--- config.mk ---
export PLATFORM = sky130hd
export DESIGN_NAME = isb_slave
export DESIGN_NICKNAME = d
export VERILOG_FILES = /design/src/hdl/isb_pkg.sv /design/src/hdl/isb_line_if.sv /design/src/hdl/isb_cond_det.sv /design/src/hdl/isb_slave.sv
export VERILOG_INCLUDE_DIRS = /design/src /design/src/hdl
export SDC_FILE = /design/constraint.sdc
export NUM_CORES = 1
export LEC_CHECK = 0
export ABC_CLOCK_PERIOD_IN_PS = 2310
export BUFFER_PORTS_ARGS = -buffer_cell sky130_fd_sc_hd__buf_2
export CORE_MARGIN = 5
export CORE_UTILIZATION = 45
export CTS_CLUSTER_SIZE = 30
export DETAILED_ROUTE_END_ITERATION = 16
export GPL_TIMING_DRIVEN = 0
export PLACE_DENSITY = 0.76
export SETUP_SLACK_MARGIN = 0.1
export SYNTH_ARGS = -nofsm -noshare
export SYNTH_HDL_FRONTEND = slang
export SYNTH_SLANG_ARGS = --single-unit
--- constraint.sdc ---
create_clock -name i_sys_clk -period 2.31 [get_ports i_sys_clk]
set_input_delay 0 -clock i_sys_clk [delete_from_list [all_inputs] [get_ports i_sys_clk]]
set_output_delay 0 -clock i_sys_clk [all_outputs]
set_load 0.01 [all_outputs]
--- src/hdl/isb_consts.svh ---
// Purpose: Constants for the two-wire slave front end
// Assumes: Included by bare name
// Notes: Mode codes are local encodings of the two-bit mode field
`ifndef ISB_CONSTS_SVH
`define ISB_CONSTS_SVH
// ---------------------------------------------------------------
// Modes
// ---------------------------------------------------------------
`define ISB_MODE_7BIT 2'h0
`define ISB_MODE_10BIT 2'h1
`define ISB_MODE_7BIT_SP 2'h2
`define ISB_MODE_10BIT_SP 2'h3
// ---------------------------------------------------------------
// Address and framing
// ---------------------------------------------------------------
`define ISB_TEN_HDR 5'h1e
`define ISB_ACK_BIT 4'h8
`define ISB_LAST_BIT 4'h7
`define ISB_RST_ADDR 10'h000
`endif

--- src/hdl/isb_pkg.sv ---
// Purpose: Types for the two-wire slave front end
// Assumes: Constants come from isb_consts.svh
// Notes: Types only
package isb_pkg;
    typedef enum logic [2:0] {
        ISB_IDLE,
        ISB_ADDR,
        ISB_ADDR_LO,
        ISB_RX,
        ISB_TX,
        ISB_IGNORE
    } isb_phase_type;

    typedef struct packed {
        logic [1:0] scl_s;
        logic [1:0] sda_s;
        logic scl_d;
        logic sda_d;
    } isb_sync_type;

    typedef struct packed {
        isb_phase_type phase;
        logic active;
        logic low_seen;
        logic [3:0] bitcnt;
        logic [7:0] shift;
        logic [7:0] txsh;
        logic drive_low;
        logic ack_slot;
        logic do_ack;
        logic scl_hold;
        logic int_flag;
        logic ack_stat;
        logic ack_tim;
        logic prior;
        logic read;
        logic coll;
        logic rx_valid;
        logic [7:0] rx_buf;
        logic start_seen;
        logic stop_seen;
    } isb_state_type;
endpackage

--- src/hdl/isb_line_if.sv ---
// Purpose: Carries synchronised bus line levels and edges
// Assumes: Single clock domain
// Notes: Driven by the condition detector
`timescale 1ns/100ps
interface isb_line_if;
    logic scl;
    logic sda;
    logic scl_rise;
    logic scl_fall;
    logic start_det;
    logic stop_det;
    modport det (output scl, sda, scl_rise, scl_fall, start_det,
        stop_det);
    modport core (input scl, sda, scl_rise, scl_fall, start_det,
        stop_det);
endinterface

--- src/hdl/isb_cond_det.sv ---
// Purpose: Synchronises bus lines and finds Start and Stop
// Assumes: Lines are pin inputs, asynchronous to i_sys_clk
// Notes: Stop arming is done in the core
`timescale 1ns/100ps
module isb_cond_det (
    // Clock and reset
    input wire logic i_sys_clk,
    input wire logic i_nrst,
    // Pins
    input wire logic i_scl,
    input wire logic i_sda,
    // Line events
    isb_line_if.det lines
);
    import isb_pkg::*;
    isb_sync_type st_r;
    isb_sync_type st_nxt;

    // ---------------------------------------------------------------
    // Synchroniser, idle high at reset
    // ---------------------------------------------------------------
    always_comb begin
        st_nxt = st_r;
        st_nxt.scl_s = {st_r.scl_s[0], i_scl};
        st_nxt.sda_s = {st_r.sda_s[0], i_sda};
        st_nxt.scl_d = st_r.scl_s[1];
        st_nxt.sda_d = st_r.sda_s[1];
    end

    always_ff @(posedge i_sys_clk or negedge i_nrst) begin
        if (!i_nrst) begin
            st_r <= '{2'h3, 2'h3, 1'b1, 1'b1};
        end else begin
            st_r <= st_nxt;
        end
    end

    assign lines.scl = st_r.scl_s[1];
    assign lines.sda = st_r.sda_s[1];
    assign lines.scl_rise = st_r.scl_s[1] & ~st_r.scl_d;
    assign lines.scl_fall = ~st_r.scl_s[1] & st_r.scl_d;
    // Both edge terms need the clock high on both samples
    assign lines.start_det = st_r.scl_s[1] & st_r.scl_d &
        st_r.sda_d & ~st_r.sda_s[1];
    assign lines.stop_det = st_r.scl_s[1] & st_r.scl_d &
        ~st_r.sda_d & st_r.sda_s[1];

    chk_start_clk_high: assert property (@(posedge i_sys_clk)
        disable iff (!i_nrst)
        lines.start_det |-> lines.scl && $past(lines.scl))
        else $error("start seen with clock low");
    chk_stop_rise: assert property (@(posedge i_sys_clk)
        disable iff (!i_nrst)
        lines.stop_det |-> lines.sda && !$past(lines.sda))
        else $error("stop without data rise");
endmodule

--- src/hdl/isb_slave.sv ---
// Purpose: Two-wire slave front end: conditions, address, acknowledge
// Assumes: External master drives the clock; lines sampled at 25 MHz
// Notes: Byte sequencing beyond acknowledge and stretch release are
//        outside this block
//
// Functional notes
// - Bus idle while both lines high with no master; active after Start.
// - Start is data falling while clock high; master only.
// - Collision if the device is driving data low when Start is detected.
// - Collision when data is sampled low on a clock rise while transmitting a one.
// - Stop is data rising while clock high.
// - Stop accepted only after one clock-low period since Start.
// - Restart valid where Stop is; resets slave like a Start.
// - Ten-bit: matched, Restart, high byte with read holds clock.
// - Ten-bit full write match sets prior-match flag until cleared.
// - Start/Stop interrupt enables only act in modes lacking them.
// - Ninth pulse is acknowledge; transmitter releases data line.
// - Acknowledge level in slot is stored in a readable bit.
// - With hold options set, acknowledge drives software value.
// - With both hold options clear, hardware acknowledges itself.
// - No acknowledge if buffer-full or overflow already set.
// - Ack-time flag after 8th falling edge only with hold options.
// - Mode field picks one of four slave modes.
// - Start/Stop modes set interrupt flag on Start, Restart, Stop.
// - First byte compared to address; match loads buffer, interrupts.
// - No match ignores the bus until Start/Stop, with no flag.
// - Address mask selects which bits are compared.
// - After read match the slave supplies data until master not-acknowledge, Restart or Stop.
// - Seven-bit match ignores the least significant bit.
// - Ten-bit high byte compared with 11110, A2, A1, 0.
// - Data changes with clock low, sampled on rise, MSB first.
`timescale 1ns/100ps
`include "isb_consts.svh"
module isb_slave (
    // Clock and reset
    input wire logic i_sys_clk,
    input wire logic i_nrst,
    // Bus pins, enable low while driving low
    input wire logic i_scl,
    input wire logic i_sda,
    output logic o_scl_out,
    output logic o_scl_oe_n,
    output logic o_sda_out,
    output logic o_sda_oe_n,
    // Configuration
    input wire logic [1:0] i_port_mode_select,
    input wire logic [9:0] i_slave_address_reg,
    input wire logic [9:0] i_address_mask_reg,
    input wire logic i_address_hold_enable,
    input wire logic i_data_hold_enable,
    input wire logic i_ack_value_bit,
    input wire logic i_start_int_enable,
    input wire logic i_stop_int_enable,
    // Software status inputs
    input wire logic i_buffer_full_flag,
    input wire logic i_receive_overflow_flag,
    input wire logic i_int_clear,
    input wire logic i_hold_release,
    input wire logic [7:0] i_tx_data,
    // Status outputs
    output logic o_bus_active,
    output logic o_port_int_flag,
    output logic o_ack_status_bit,
    output logic o_ack_time_flag,
    output logic o_prior_match,
    output logic o_read_mode,
    output logic o_bus_collision,
    output logic o_rx_valid,
    output logic [7:0] o_receive_buffer,
    output logic o_start_seen,
    output logic o_stop_seen
);
    import isb_pkg::*;

    isb_state_type s_r;
    isb_state_type s_nxt;
    isb_line_if lines ();

    isb_cond_det u_det (
        .i_sys_clk(i_sys_clk),
        .i_nrst(i_nrst),
        .i_scl(i_scl),
        .i_sda(i_sda),
        .lines(lines)
    );

    // ---------------------------------------------------------------
    // Address match helpers
    // ---------------------------------------------------------------
    function automatic logic match_bits(input logic [7:0] rx,
        input logic [7:0] ad, input logic [7:0] mk);
        match_bits = ((rx ^ ad) & mk) == 8'h00;
    endfunction

    function automatic logic is_ten(input logic [1:0] m);
        is_ten = (m == `ISB_MODE_10BIT) || (m == `ISB_MODE_10BIT_SP);
    endfunction

    logic ten_mode;
    logic sp_mode;
    logic hold_opt;
    logic sp_int_start;
    logic sp_int_stop;
    logic restart_ev;
    logic stop_ok;
    logic [7:0] hi_pat;
    logic [7:0] ack_byte;
    logic hw_ack;

    assign ten_mode = is_ten(i_port_mode_select);
    assign sp_mode = (i_port_mode_select == `ISB_MODE_7BIT_SP) ||
        (i_port_mode_select == `ISB_MODE_10BIT_SP);
    assign hold_opt = i_address_hold_enable | i_data_hold_enable;
    // Enables are redundant where the mode already interrupts
    assign sp_int_start = sp_mode | i_start_int_enable;
    assign sp_int_stop = sp_mode | i_stop_int_enable;
    assign stop_ok = lines.stop_det & s_r.low_seen;
    assign restart_ev = lines.start_det & s_r.active;
    assign hi_pat = {`ISB_TEN_HDR, i_slave_address_reg[2:1],
        1'b0};
    assign ack_byte = {s_r.shift[6:0], lines.sda};
    // Overflow state blocks the acknowledge whoever generates it
    assign hw_ack = ~i_buffer_full_flag &
        ~i_receive_overflow_flag;

    // ---------------------------------------------------------------
    // Main sequencer
    // ---------------------------------------------------------------
    always_comb begin
        logic match;
        logic last_rise;
        match = 1'b0;
        last_rise = lines.scl_rise && (s_r.bitcnt == `ISB_LAST_BIT);
        s_nxt = s_r;
        s_nxt.start_seen = 1'b0;
        s_nxt.stop_seen = 1'b0;
        s_nxt.rx_valid = 1'b0;
        if (i_int_clear) begin
            s_nxt.int_flag = 1'b0;
        end
        if (i_hold_release) begin
            s_nxt.scl_hold = 1'b0;
        end
        if (!lines.scl) begin
            s_nxt.low_seen = s_r.active;
        end
        // Expected high but line low while driving a one
        if (s_r.phase == ISB_TX && !s_r.ack_slot && !s_r.drive_low &&
            lines.scl_rise && !lines.sda) begin
            s_nxt.coll = 1'b1;
            s_nxt.phase = ISB_IGNORE;
        end
        if (lines.scl_rise && !s_r.ack_slot && s_r.phase != ISB_IDLE &&
            s_r.phase != ISB_IGNORE) begin
            s_nxt.shift = ack_byte;
            s_nxt.bitcnt = s_r.bitcnt + 4'h1;
        end
        if (lines.scl_fall && s_r.phase == ISB_TX && !s_r.ack_slot &&
            !s_nxt.coll) begin
            s_nxt.drive_low = ~s_r.txsh[7];
            s_nxt.txsh = {s_r.txsh[6:0], 1'b0};
        end
        // Acknowledge slot bookkeeping
        if (last_rise && s_r.phase != ISB_IDLE &&
            s_r.phase != ISB_IGNORE && s_r.phase != ISB_TX) begin
            case (s_r.phase)
                ISB_ADDR: begin
                    if (ten_mode) begin
                        match = match_bits(ack_byte & 8'hfe, hi_pat,
                            i_address_mask_reg[7:0] | 8'hf9);
                        if (!match) begin
                            s_nxt.prior = 1'b0;
                        end else if (!lines.sda) begin
                            s_nxt.prior = 1'b0;
                        end else if (!s_r.prior) begin
                            match = 1'b0;
                        end
                    end else begin
                        match = match_bits(ack_byte & 8'hfe,
                            {i_slave_address_reg[7:1], 1'b0},
                            {i_address_mask_reg[7:1], 1'b0});
                    end
                    s_nxt.read = lines.sda;
                end
                ISB_ADDR_LO: begin
                    match = match_bits(ack_byte, i_slave_address_reg[7:0],
                        i_address_mask_reg[7:0]);
                end
                ISB_RX: match = 1'b1;
                default: match = 1'b0;
            endcase
            if (match) begin
                s_nxt.ack_slot = 1'b1;
                s_nxt.do_ack = (hold_opt ? ~i_ack_value_bit : 1'b1) &
                    hw_ack;
                s_nxt.rx_buf = ack_byte;
                s_nxt.rx_valid = 1'b1;
                s_nxt.int_flag = 1'b1;
            end else begin
                s_nxt.phase = ISB_IGNORE;
            end
        end
        // Transmitted byte: release data for master's acknowledge
        if (last_rise && s_r.phase == ISB_TX) begin
            s_nxt.ack_slot = 1'b1;
            s_nxt.do_ack = 1'b0;
        end
        if (s_r.ack_slot && lines.scl_fall && !s_r.do_ack &&
            s_r.phase != ISB_TX) begin
            s_nxt.drive_low = 1'b0;
        end
        if (s_r.ack_slot && lines.scl_fall && s_r.bitcnt ==
            `ISB_LAST_BIT + 4'h1) begin
            s_nxt.drive_low = s_r.do_ack;
            // Hold only after the eighth fall, never while the clock is high
            s_nxt.ack_tim = hold_opt && s_r.phase != ISB_TX;
            s_nxt.scl_hold = s_nxt.scl_hold | s_nxt.ack_tim;
        end
        if (s_r.ack_slot && lines.scl_rise) begin
            s_nxt.ack_stat = lines.sda;
            s_nxt.bitcnt = `ISB_ACK_BIT + 4'h1;
        end
        // Leaving the slot on the ninth falling edge
        if (s_r.ack_slot && lines.scl_fall &&
            s_r.bitcnt == `ISB_ACK_BIT + 4'h1) begin
            s_nxt.ack_slot = 1'b0;
            s_nxt.ack_tim = 1'b0;
            s_nxt.bitcnt = 4'h0;
            s_nxt.drive_low = 1'b0;
            case (s_r.phase)
                ISB_ADDR: begin
                    if (s_r.read && !s_r.do_ack) begin
                        s_nxt.phase = ISB_IGNORE;
                    end else if (s_r.read) begin
                        s_nxt.phase = ISB_TX;
                        s_nxt.scl_hold = 1'b1;
                        s_nxt.drive_low = ~i_tx_data[7];
                        s_nxt.txsh = {i_tx_data[6:0], 1'b0};
                    end else begin
                        s_nxt.phase = ten_mode ? ISB_ADDR_LO : ISB_RX;
                    end
                end
                ISB_ADDR_LO: begin
                    s_nxt.phase = ISB_RX;
                    s_nxt.prior = s_r.do_ack;
                end
                ISB_TX: begin
                    if (s_r.ack_stat) begin
                        s_nxt.phase = ISB_IGNORE;
                    end else begin
                        s_nxt.drive_low = ~i_tx_data[7];
                        s_nxt.txsh = {i_tx_data[6:0], 1'b0};
                    end
                    s_nxt.int_flag = 1'b1;
                end
                default: s_nxt.phase = s_r.phase;
            endcase
        end
        // Start/Restart resets the slave logic
        if (lines.start_det) begin
            if (s_r.drive_low) begin
                s_nxt.coll = 1'b1;
            end
            s_nxt.active = 1'b1;
            s_nxt.low_seen = 1'b0;
            s_nxt.phase = ISB_ADDR;
            s_nxt.bitcnt = 4'h0;
            s_nxt.ack_slot = 1'b0;
            s_nxt.ack_tim = 1'b0;
            s_nxt.drive_low = 1'b0;
            s_nxt.scl_hold = 1'b0;
            s_nxt.start_seen = 1'b1;
            if (sp_int_start) begin
                s_nxt.int_flag = 1'b1;
            end
        end else if (stop_ok) begin
            s_nxt.active = 1'b0;
            s_nxt.low_seen = 1'b0;
            s_nxt.phase = ISB_IDLE;
            s_nxt.prior = 1'b0;
            s_nxt.ack_slot = 1'b0;
            s_nxt.ack_tim = 1'b0;
            s_nxt.drive_low = 1'b0;
            s_nxt.scl_hold = 1'b0;
            s_nxt.stop_seen = 1'b1;
            if (sp_int_stop) begin
                s_nxt.int_flag = 1'b1;
            end
        end
        if (s_nxt.phase == ISB_IGNORE) begin
            s_nxt.drive_low = 1'b0;
        end
    end

    always_ff @(posedge i_sys_clk or negedge i_nrst) begin
        if (!i_nrst) begin
            s_r <= '0;
            s_r.phase <= ISB_IDLE;
        end else begin
            s_r <= s_nxt;
        end
    end

    // ---------------------------------------------------------------
    // Outputs
    // ---------------------------------------------------------------
    assign o_scl_out = 1'b0;
    assign o_scl_oe_n = ~s_r.scl_hold;
    assign o_sda_out = 1'b0;
    assign o_sda_oe_n = ~s_r.drive_low;
    assign o_bus_active = s_r.active;
    assign o_port_int_flag = s_r.int_flag;
    assign o_ack_status_bit = s_r.ack_stat;
    assign o_ack_time_flag = s_r.ack_tim;
    assign o_prior_match = s_r.prior;
    assign o_read_mode = s_r.read;
    assign o_bus_collision = s_r.coll;
    assign o_rx_valid = s_r.rx_valid;
    assign o_receive_buffer = s_r.rx_buf;
    assign o_start_seen = s_r.start_seen;
    assign o_stop_seen = s_r.stop_seen;

    // ---------------------------------------------------------------
    // Checks
    // ---------------------------------------------------------------
    chk_start_goes_active: assert property (@(posedge i_sys_clk)
        disable iff (!i_nrst)
        lines.start_det |=> o_bus_active && o_start_seen)
        else $error("start did not activate bus");
    chk_stop_needs_low: assert property (@(posedge i_sys_clk)
        disable iff (!i_nrst)
        (lines.stop_det && !s_r.low_seen && !lines.start_det)
        |=> !o_stop_seen)
        else $error("stop taken without clock low");
    chk_stop_idle: assert property (@(posedge i_sys_clk)
        disable iff (!i_nrst)
        (stop_ok && !lines.start_det) |=> !o_bus_active
        && !o_prior_match)
        else $error("stop did not idle bus");
    chk_restart_addr: assert property (@(posedge i_sys_clk)
        disable iff (!i_nrst)
        restart_ev |=> s_r.phase == ISB_ADDR && s_r.bitcnt == 4'h0)
        else $error("restart did not reset slave");
    chk_ack_time_hold: assert property (@(posedge i_sys_clk)
        disable iff (!i_nrst)
        (!hold_opt && !$past(hold_opt)) |-> !$rose(o_ack_time_flag))
        else $error("ack time flag without hold option");
    chk_sp_int: assert property (@(posedge i_sys_clk)
        disable iff (!i_nrst)
        (lines.start_det && sp_mode) |=> o_port_int_flag)
        else $error("start interrupt missing");
    chk_nomatch_quiet: assert property (@(posedge i_sys_clk)
        disable iff (!i_nrst)
        (s_nxt.phase == ISB_IGNORE && s_r.phase == ISB_ADDR)
        |=> !o_rx_valid)
        else $error("mismatch reported to software");
    chk_overflow_nack: assert property (@(posedge i_sys_clk)
        disable iff (!i_nrst)
        (s_nxt.ack_slot && !s_r.ack_slot && s_r.phase != ISB_TX &&
        (i_buffer_full_flag || i_receive_overflow_flag))
        |=> !s_r.do_ack)
        else $error("acknowledge given on overflow");
    chk_ack_stored: assert property (@(posedge i_sys_clk)
        disable iff (!i_nrst)
        (s_r.ack_slot && lines.scl_rise) |=>
        o_ack_status_bit == $past(lines.sda))
        else $error("ack level not stored");
    cov_start: cover property (@(posedge i_sys_clk) o_start_seen);
    cov_stop: cover property (@(posedge i_sys_clk) o_stop_seen);
    cov_rx: cover property (@(posedge i_sys_clk) o_rx_valid);
    cov_tx: cover property (@(posedge i_sys_clk) s_r.phase == ISB_TX);
endmodule

; Yosys cells after proc, flatten, opt, wreduce, memory -nomap -nowiden
; Index checks and enable logic that the tools add are counted.
[totals]
regBits = 52
latchBits = 0
ramBits = 0
romBits = 0
in_bits = 43
out_inout_bits = 22
wordCells = 186
memories = 0
[classes]
add_sub_neg = 1
multipliers = 0
div_mod_pow = 0
n_lt_le_gt_ge = 0
n_eq_ne = 14
shift = 0
n_mux = 70
n_bitwise = 31
n_reduce_logical = 46
[op_table]
columns = cell, count
row1 = 9-bit two-way mux, 6
row2 = 1-bit two-way mux, 35
row3 = 8-bit AND, 3
row4 = 8-bit zero test, 3
row5 = 2-bit two-way mux, 12
row6 = 8-bit XOR, 3
row7 = 1-bit logical AND, 23
row8 = 3-bit two-way mux, 7
row9 = 9-bit one-hot mux with 2 select lines, 1
row10 = 12-bit two-way mux, 1
row11 = 4-bit two-way mux, 3
row12 = 1-bit NOT, 11
row13 = 1-bit AND, 10
row14 = 10-bit two-way mux, 1
row15 = 5-bit two-way mux, 2
row16 = 5-bit nonzero test, 2
row17 = 3-bit != test (second input constant), 3
row18 = 3-bit one-hot mux with 3 select lines, 1
row19 = 4-bit equality test (second input constant), 2
row20 = 2-bit AND reduction, 4
row21 = 4-bit nonzero test, 2
row22 = 7-bit nonzero test, 1
row23 = 3-bit by 2-bit equality test with 1-bit output (second input constant), 2
row24 = 3-bit equality test (second input constant), 2
row25 = 11 further kinds, 22

; Depth between registers and ports, before layout
[logic_depth]
ltp_word = 16
ltp_mapped = 8
depth_no_buf = 7

; Cells and area by module
; From an unflattened synthesis, not the netlist that was laid out.
[hier_totals]
hier_cells = 237
area_unflattened_um2 = 2680.1
[by_module_without_submodules]
columns = mod, n_inst, cells_per_inst, area_per_inst_um2, seq_area_each_um2
row1 = isb_slave, 1, 227, 2489.9, 1126.1
row2 = isb_cond_det, 1, 10, 190.2, 157.7

; Worst setup path before layout
; Ideal clock, no wire load.
[synth_timing]
path_kind = register to register
startpoint = register u_det.st_r (netlist bit u_det.lines.scl)
endpoint = register s_r[20] in the netlist's numbering
setup_time_ns = 0.129
t_arrival_ns = 1.686
t_required_ns = 2.181
slack_ns = 0.495
stages_incl_launch_ff = 8
n_path_buf = 1
period_less_slack_ns = 1.815
path_cell_list = dfstp_2 and3b_1 and4b_1 buf_2 and3_1 a21o_1 and4bb_1 nor3_2
[synth_between]
elab_chain_cells = 13
word_cells_on_any_way = 41
cone_classes = eq/ne (1) / mux (15) / bitwise (9) / reduce/logical (16)
[synth_lines]
columns = element, line
row1 = from (decl), isb_cond_det.sv:16  ; isb_sync_type st_r;
row2 = from (signal assigned), isb_cond_det.sv:32  ; st_r <= '{2'h3, 2'h3, 1'b1, 1'b1};
row3 = from (signal assigned), isb_cond_det.sv:34  ; st_r <= st_nxt;
row4 = 1-bit AND, isb_cond_det.sv:40  ; assign lines.scl_rise = st_r.scl_s[1] & ~st_r.scl_d;
row5 = "1-bit logical AND, on equally long branches", "isb_slave.sv:148, isb_slave.sv:133"
row6 = "1-bit logical AND, on equally long branches", "isb_slave.sv:149, isb_slave.sv:164"
row7 = 3-bit two-way mux or 1-bit logical AND (tied branches), "isb_slave.sv:148, isb_slave.sv:164"
row8 = 3-bit two-way mux or 1-bit logical AND (tied branches), "isb_slave.sv:192, isb_slave.sv:165"
row9 = 3-bit two-way mux, isb_slave.sv:164  ; if (last_rise && s_r.phase != ISB_IDLE &&
row10 = 3-bit two-way mux, isb_slave.sv:248  ; if (s_r.ack_stat) begin
row11 = 3-bit one-hot mux with 3 select lines, isb_slave.sv:230  ; case (s_r.phase)
row12 = 3-bit two-way mux, isb_slave.sv:224  ; if (s_r.ack_slot && lines.scl_fall &&
row13 = 5-bit two-way mux, isb_slave.sv:276  ; end else if (stop_ok) begin
row14 = 5-bit two-way mux, isb_slave.sv:260  ; if (lines.start_det) begin
row15 = 3-bit equality test, isb_slave.sv:290  ; if (s_nxt.phase == ISB_IGNORE) begin
row16 = 7-bit nonzero test (no line) or 1-bit two-way mux (tied branches), -
row17 = to (signal assigned), isb_slave.sv:300  ; s_r <= s_nxt;
row18 = to (decl), isb_slave.sv:75  ; isb_state_type s_r;
; Parallel ways exist; a longest one is shown, timed or not. The select of a mux whose other input is x is not followed.
; A chain may end at the register's enable or synchronous reset.

; Worst setup path after layout
[layout_timing]
startpoint = register u_det.st_r (netlist bit u_det.lines.scl)
endpoint = register s_r (netlist bit o_receive_buffer[2])
[layout_between]
elab_chain_cells = 6
[layout_lines]
columns = element, line
row1 = 1-bit AND, isb_cond_det.sv:40
row2 = 1-bit logical AND, isb_slave.sv:133  ; last_rise = lines.scl_rise && (s_r.bitcnt == `ISB_LAST_BIT);
row3 = 1-bit logical AND (2 in series), isb_slave.sv:164
row4 = 1-bit logical AND, isb_slave.sv:165  ; s_r.phase != ISB_IGNORE && s_r.phase != ISB_TX) begin
row5 = 2-bit AND reduction (no line), -
; Every way passes these cells.

==> flow_metrics.py <==
metrics = {
    "worst_setup_path": {
        "critPathRequiredTime_ns": 2.49,
        "r2r_slack_ns": 0.30,
        "crit_path_start_kind": "flip-flop",
        "crit_chain": "nand2b_1 > nor3_2 > o21ai_0 > nand2b_2 > buf_6 > mux2_4",
        "crit_type": "flip-flop to flip-flop",
        "worstPathArrival_ns": 2.20,
        "slowest_delay_ns": 0.60,
        "crit_fanout": 10,
        "critPathSlowestCell": "dfstp_2",
        "end_kind": "flip-flop",
    },
    "placed_design": {
        "dpl_cell_area_sq_um": 3040,
        "dp_hpwl_microns": 4200,
        "dp_slack_ns": 0.197,
        "numPortBuffers": 58,
        "place_congestion": 0.852,
    },
    "timing": {
        "hold_ws_ns": 0.0266,
        "clock.fmax_ghz": 0.496,
        "worstMarginPinSlew_ns": 1.08,
        "finalClockSkew_ns": 0.0109,
        "setup_viol": 0,
        "hold_viol": 0,
        "period_needed_ns": 2.01,
        "layout_setup_ws_ns": 0.295,
        "rsz0062_at_grt": "false",
        "period_share_pct": 87.2,
        "report.final.slew_viol_count": 0,
        "tns_ns": 0,
        "slew_headroom_pct": 27.7,
    },
    "final_layout": {
        "final_cell_mix": "buf_2 (64), dfrtp_1 (45), nand2_1 (19)",
        "fill_cells": 519,
        "drive_above_1_share_pct": 36.8,
        "area_delta_synth_final_pct": 25.4,
        "multi_input_area_sq_um": 1200,
        "design_area_sq_um": 3330,
        "antenna-diode-count": 0,
        "nets": 374,
        "final-seq-area_sq_um": 1280,
        "layout_commonest_cell": "buf_2",
    },
    "power": {
        "power.total_uw": 2670,
        "leakage_uw": 0.00169,
        "ir_worst_vdd_mv": 0.313,
        "power_density_nw_per_um2": 801,
    },
    "logic_synthesis": {
        "synth_seq_cells": 51,
        "synth_area_sq_um": 2660,
        "synth-seq-area-share_pct": 48.4,
        "async_flop_share_pct": 100,
        "yosysWarnings": 0,
        "avgSynthCellArea_sq_um": 10.7,
        "ys.flop_type": "dfrtp_1",
        "syn_inst": 248,
        "yosys.cell_types.count": 54,
        "synth-edff-count": 0,
    },
    "clock_network": {
        "cts_num_sinks": 51,
        "cts_tree": "built",
        "cts_max_level": 2,
        "clk_path_buf_depth": 2,
        "cts_buffers": 5,
        "clk_latency_ns": 0.30,
        "ctsRootBufferMaster": "clkbuf_8",
        "clk_pin_slew_ns": 0.10,
    },
    "outcome": {
        "outcome": "completed",
    },
    "die": {
        "die_y_microns": 86.8,
        "rows": 28,
        "core_sq_um": 5820,
        "die-area_sq_um": 7540,
        "ios": 65,
        "start_util_pct": 45.7,
        "die_w_microns": 86.8,
    },
    "drt": {
        "dr.pass1.iters": 4,
        "drt_iter0_drc": 115,
        "drt-total-wl_microns": 5710,
        "vias": 2066,
        "ant_nets": 0,
        "drcViolationCount": 0,
        "vias_per_cell": 5.11,
        "routedWlPerCell_microns": 14.1,
    },
    "global_routing": {
        "antenna_found_initial": 0,
        "grtUsageMet2_pct": 28.7,
        "met3_usage_pct": 3.52,
        "overflow": 0,
        "grt_pass1_vias": 2161,
        "grt_pass1_wl_microns": 9870,
        "top_usage_layer": "met2",
        "grt_usage_pct": 16.2,
        "use_met1_pct": 19.7,
        "grt_max_degree": 52,
    },
    "job": {
        "maxCapViolCount": 0,
    },
    "min_path": {
        "hold_path_class": "input port to flip-flop",
    },
}
==> stage by stage <==
step / utilization [%] / instances
global route: 57.3 / 404
floorplan: - / 249
global placement: 52.3 / 382
CTS: 57.1 / 404
finish: 57.3 / 404
detailed placement: 52.3 / 382
==> cells in the mapped netlist, types with 4 or more instances <==
master,number,share of area (%)
dfstp_2,6,5.9
nand2_1,19,2.7
inv_1,14,2.0
mux2_4,6,3.4
buf_2,6,1.1
nand3_1,5,0.94
o21ai_0,14,2.6
mux2_2,11,4.7
a31oi_1,4,0.94
nor2_1,18,2.5
mux2i_1,11,4.1
buf_4,12,3.4
xor2_1,9,3.0
a21oi_1,7,1.3
dfrtp_1,45,42
and3_1,4,0.94
nor3_1,5,0.94
==> final timing paths <==
path,start,endpoint,depth (start not counted)
worst max-delay path,u_det.lines.scl$_DFF_PN1_,o_receive_buffer[2]$_DFFE_PN0P_,6
worst min-delay path,i_int_clear,o_port_int_flag$_DFF_PN0_,4
worst max register to register,u_det.lines.scl$_DFF_PN1_,o_receive_buffer[2]$_DFFE_PN0P_,6
worst min register to register,u_det.st_nxt[3]$_DFF_PN1_,u_det.lines.sda$_DFF_PN1_,0
max in group asynchronous,i_nrst,s_r[39]$_DFFE_PN0P_,2
min in group asynchronous,i_nrst,o_port_int_flag$_DFF_PN0_,2
==> state kept, by name (all words and copies together) (netlist names) <==
signal / flops
o_rx_valid: 1
o_ack_time_flag: 1
o_prior_match: 1
o_port_int_flag: 1
ack_byte: 7
u_det.st_nxt: 2
o_start_seen: 1
o_receive_buffer: 8
o_stop_seen: 1
o_read_mode: 1
s_r: 20
u_det.st_r: 2
o_ack_status_bit: 1
o_bus_active: 1
o_bus_collision: 1
u_det.lines.scl: 1
u_det.lines.sda: 1
==> per-layer routing <==
layer,vias to the layer above,share of wire (%)
met2,52,53
met5,-,0
li1,1019,-
met4,0,0.89
met1,991,42
met3,4,4.3
==> worst max-delay path: cells and delay by family, from the launching register on <==
family / cells / cell delay, ns
DFF: 1 / 0.60
AOI/OAI and AO/OA: 1 / 0.17
and+or+nand+nor: 3 / 0.66
buffers and inverters: 1 / 0.17
muxes: 1 / 0.30
==> power breakdown <==
part | internal [uW] | switching [uW]
Combinational | 356 | 339
Sequential | 1060 | 188
Clock | 432 | 290
Total | 1850 | 818
==> what timing repair did <==
item                                    in CTS  in global routing
gates resized for setup                      0                  2
endpoints found under the hold margin       56                  0
endpoints found under the setup margin       0                 12
buffers inserted                             0                  0
hold buffers                                14                  0
==> cell type report <==
type                            instances  area share, %
Clock inverter                          3           2.03
Inverter                               14           1.58
Timing Repair Buffer                   72           12.9
Sequential cell                        51           38.5
Buffer                                 19           3.94
Clock buffer                            5           2.07
Multi-Input combinational cell        165           36.1
Tap cell                               75           2.82
==> kinds of logic after synthesis <==
| kind of cell | synth area share [%] |
|---|---|
| AND/OR/NAND/NOR | 17.0 |
| flip-flops | 48.4 |
| AO/OA/AOI/OAI | 10.7 |
| buffers and inverters | 6.93 |
| multiplexers | 12.2 |
| XOR/XNOR | 3.30 |
| adder cells (fa/ha/maj) | 1.41 |
| other | 0.141 |
(Power assumes the default switching activity.)
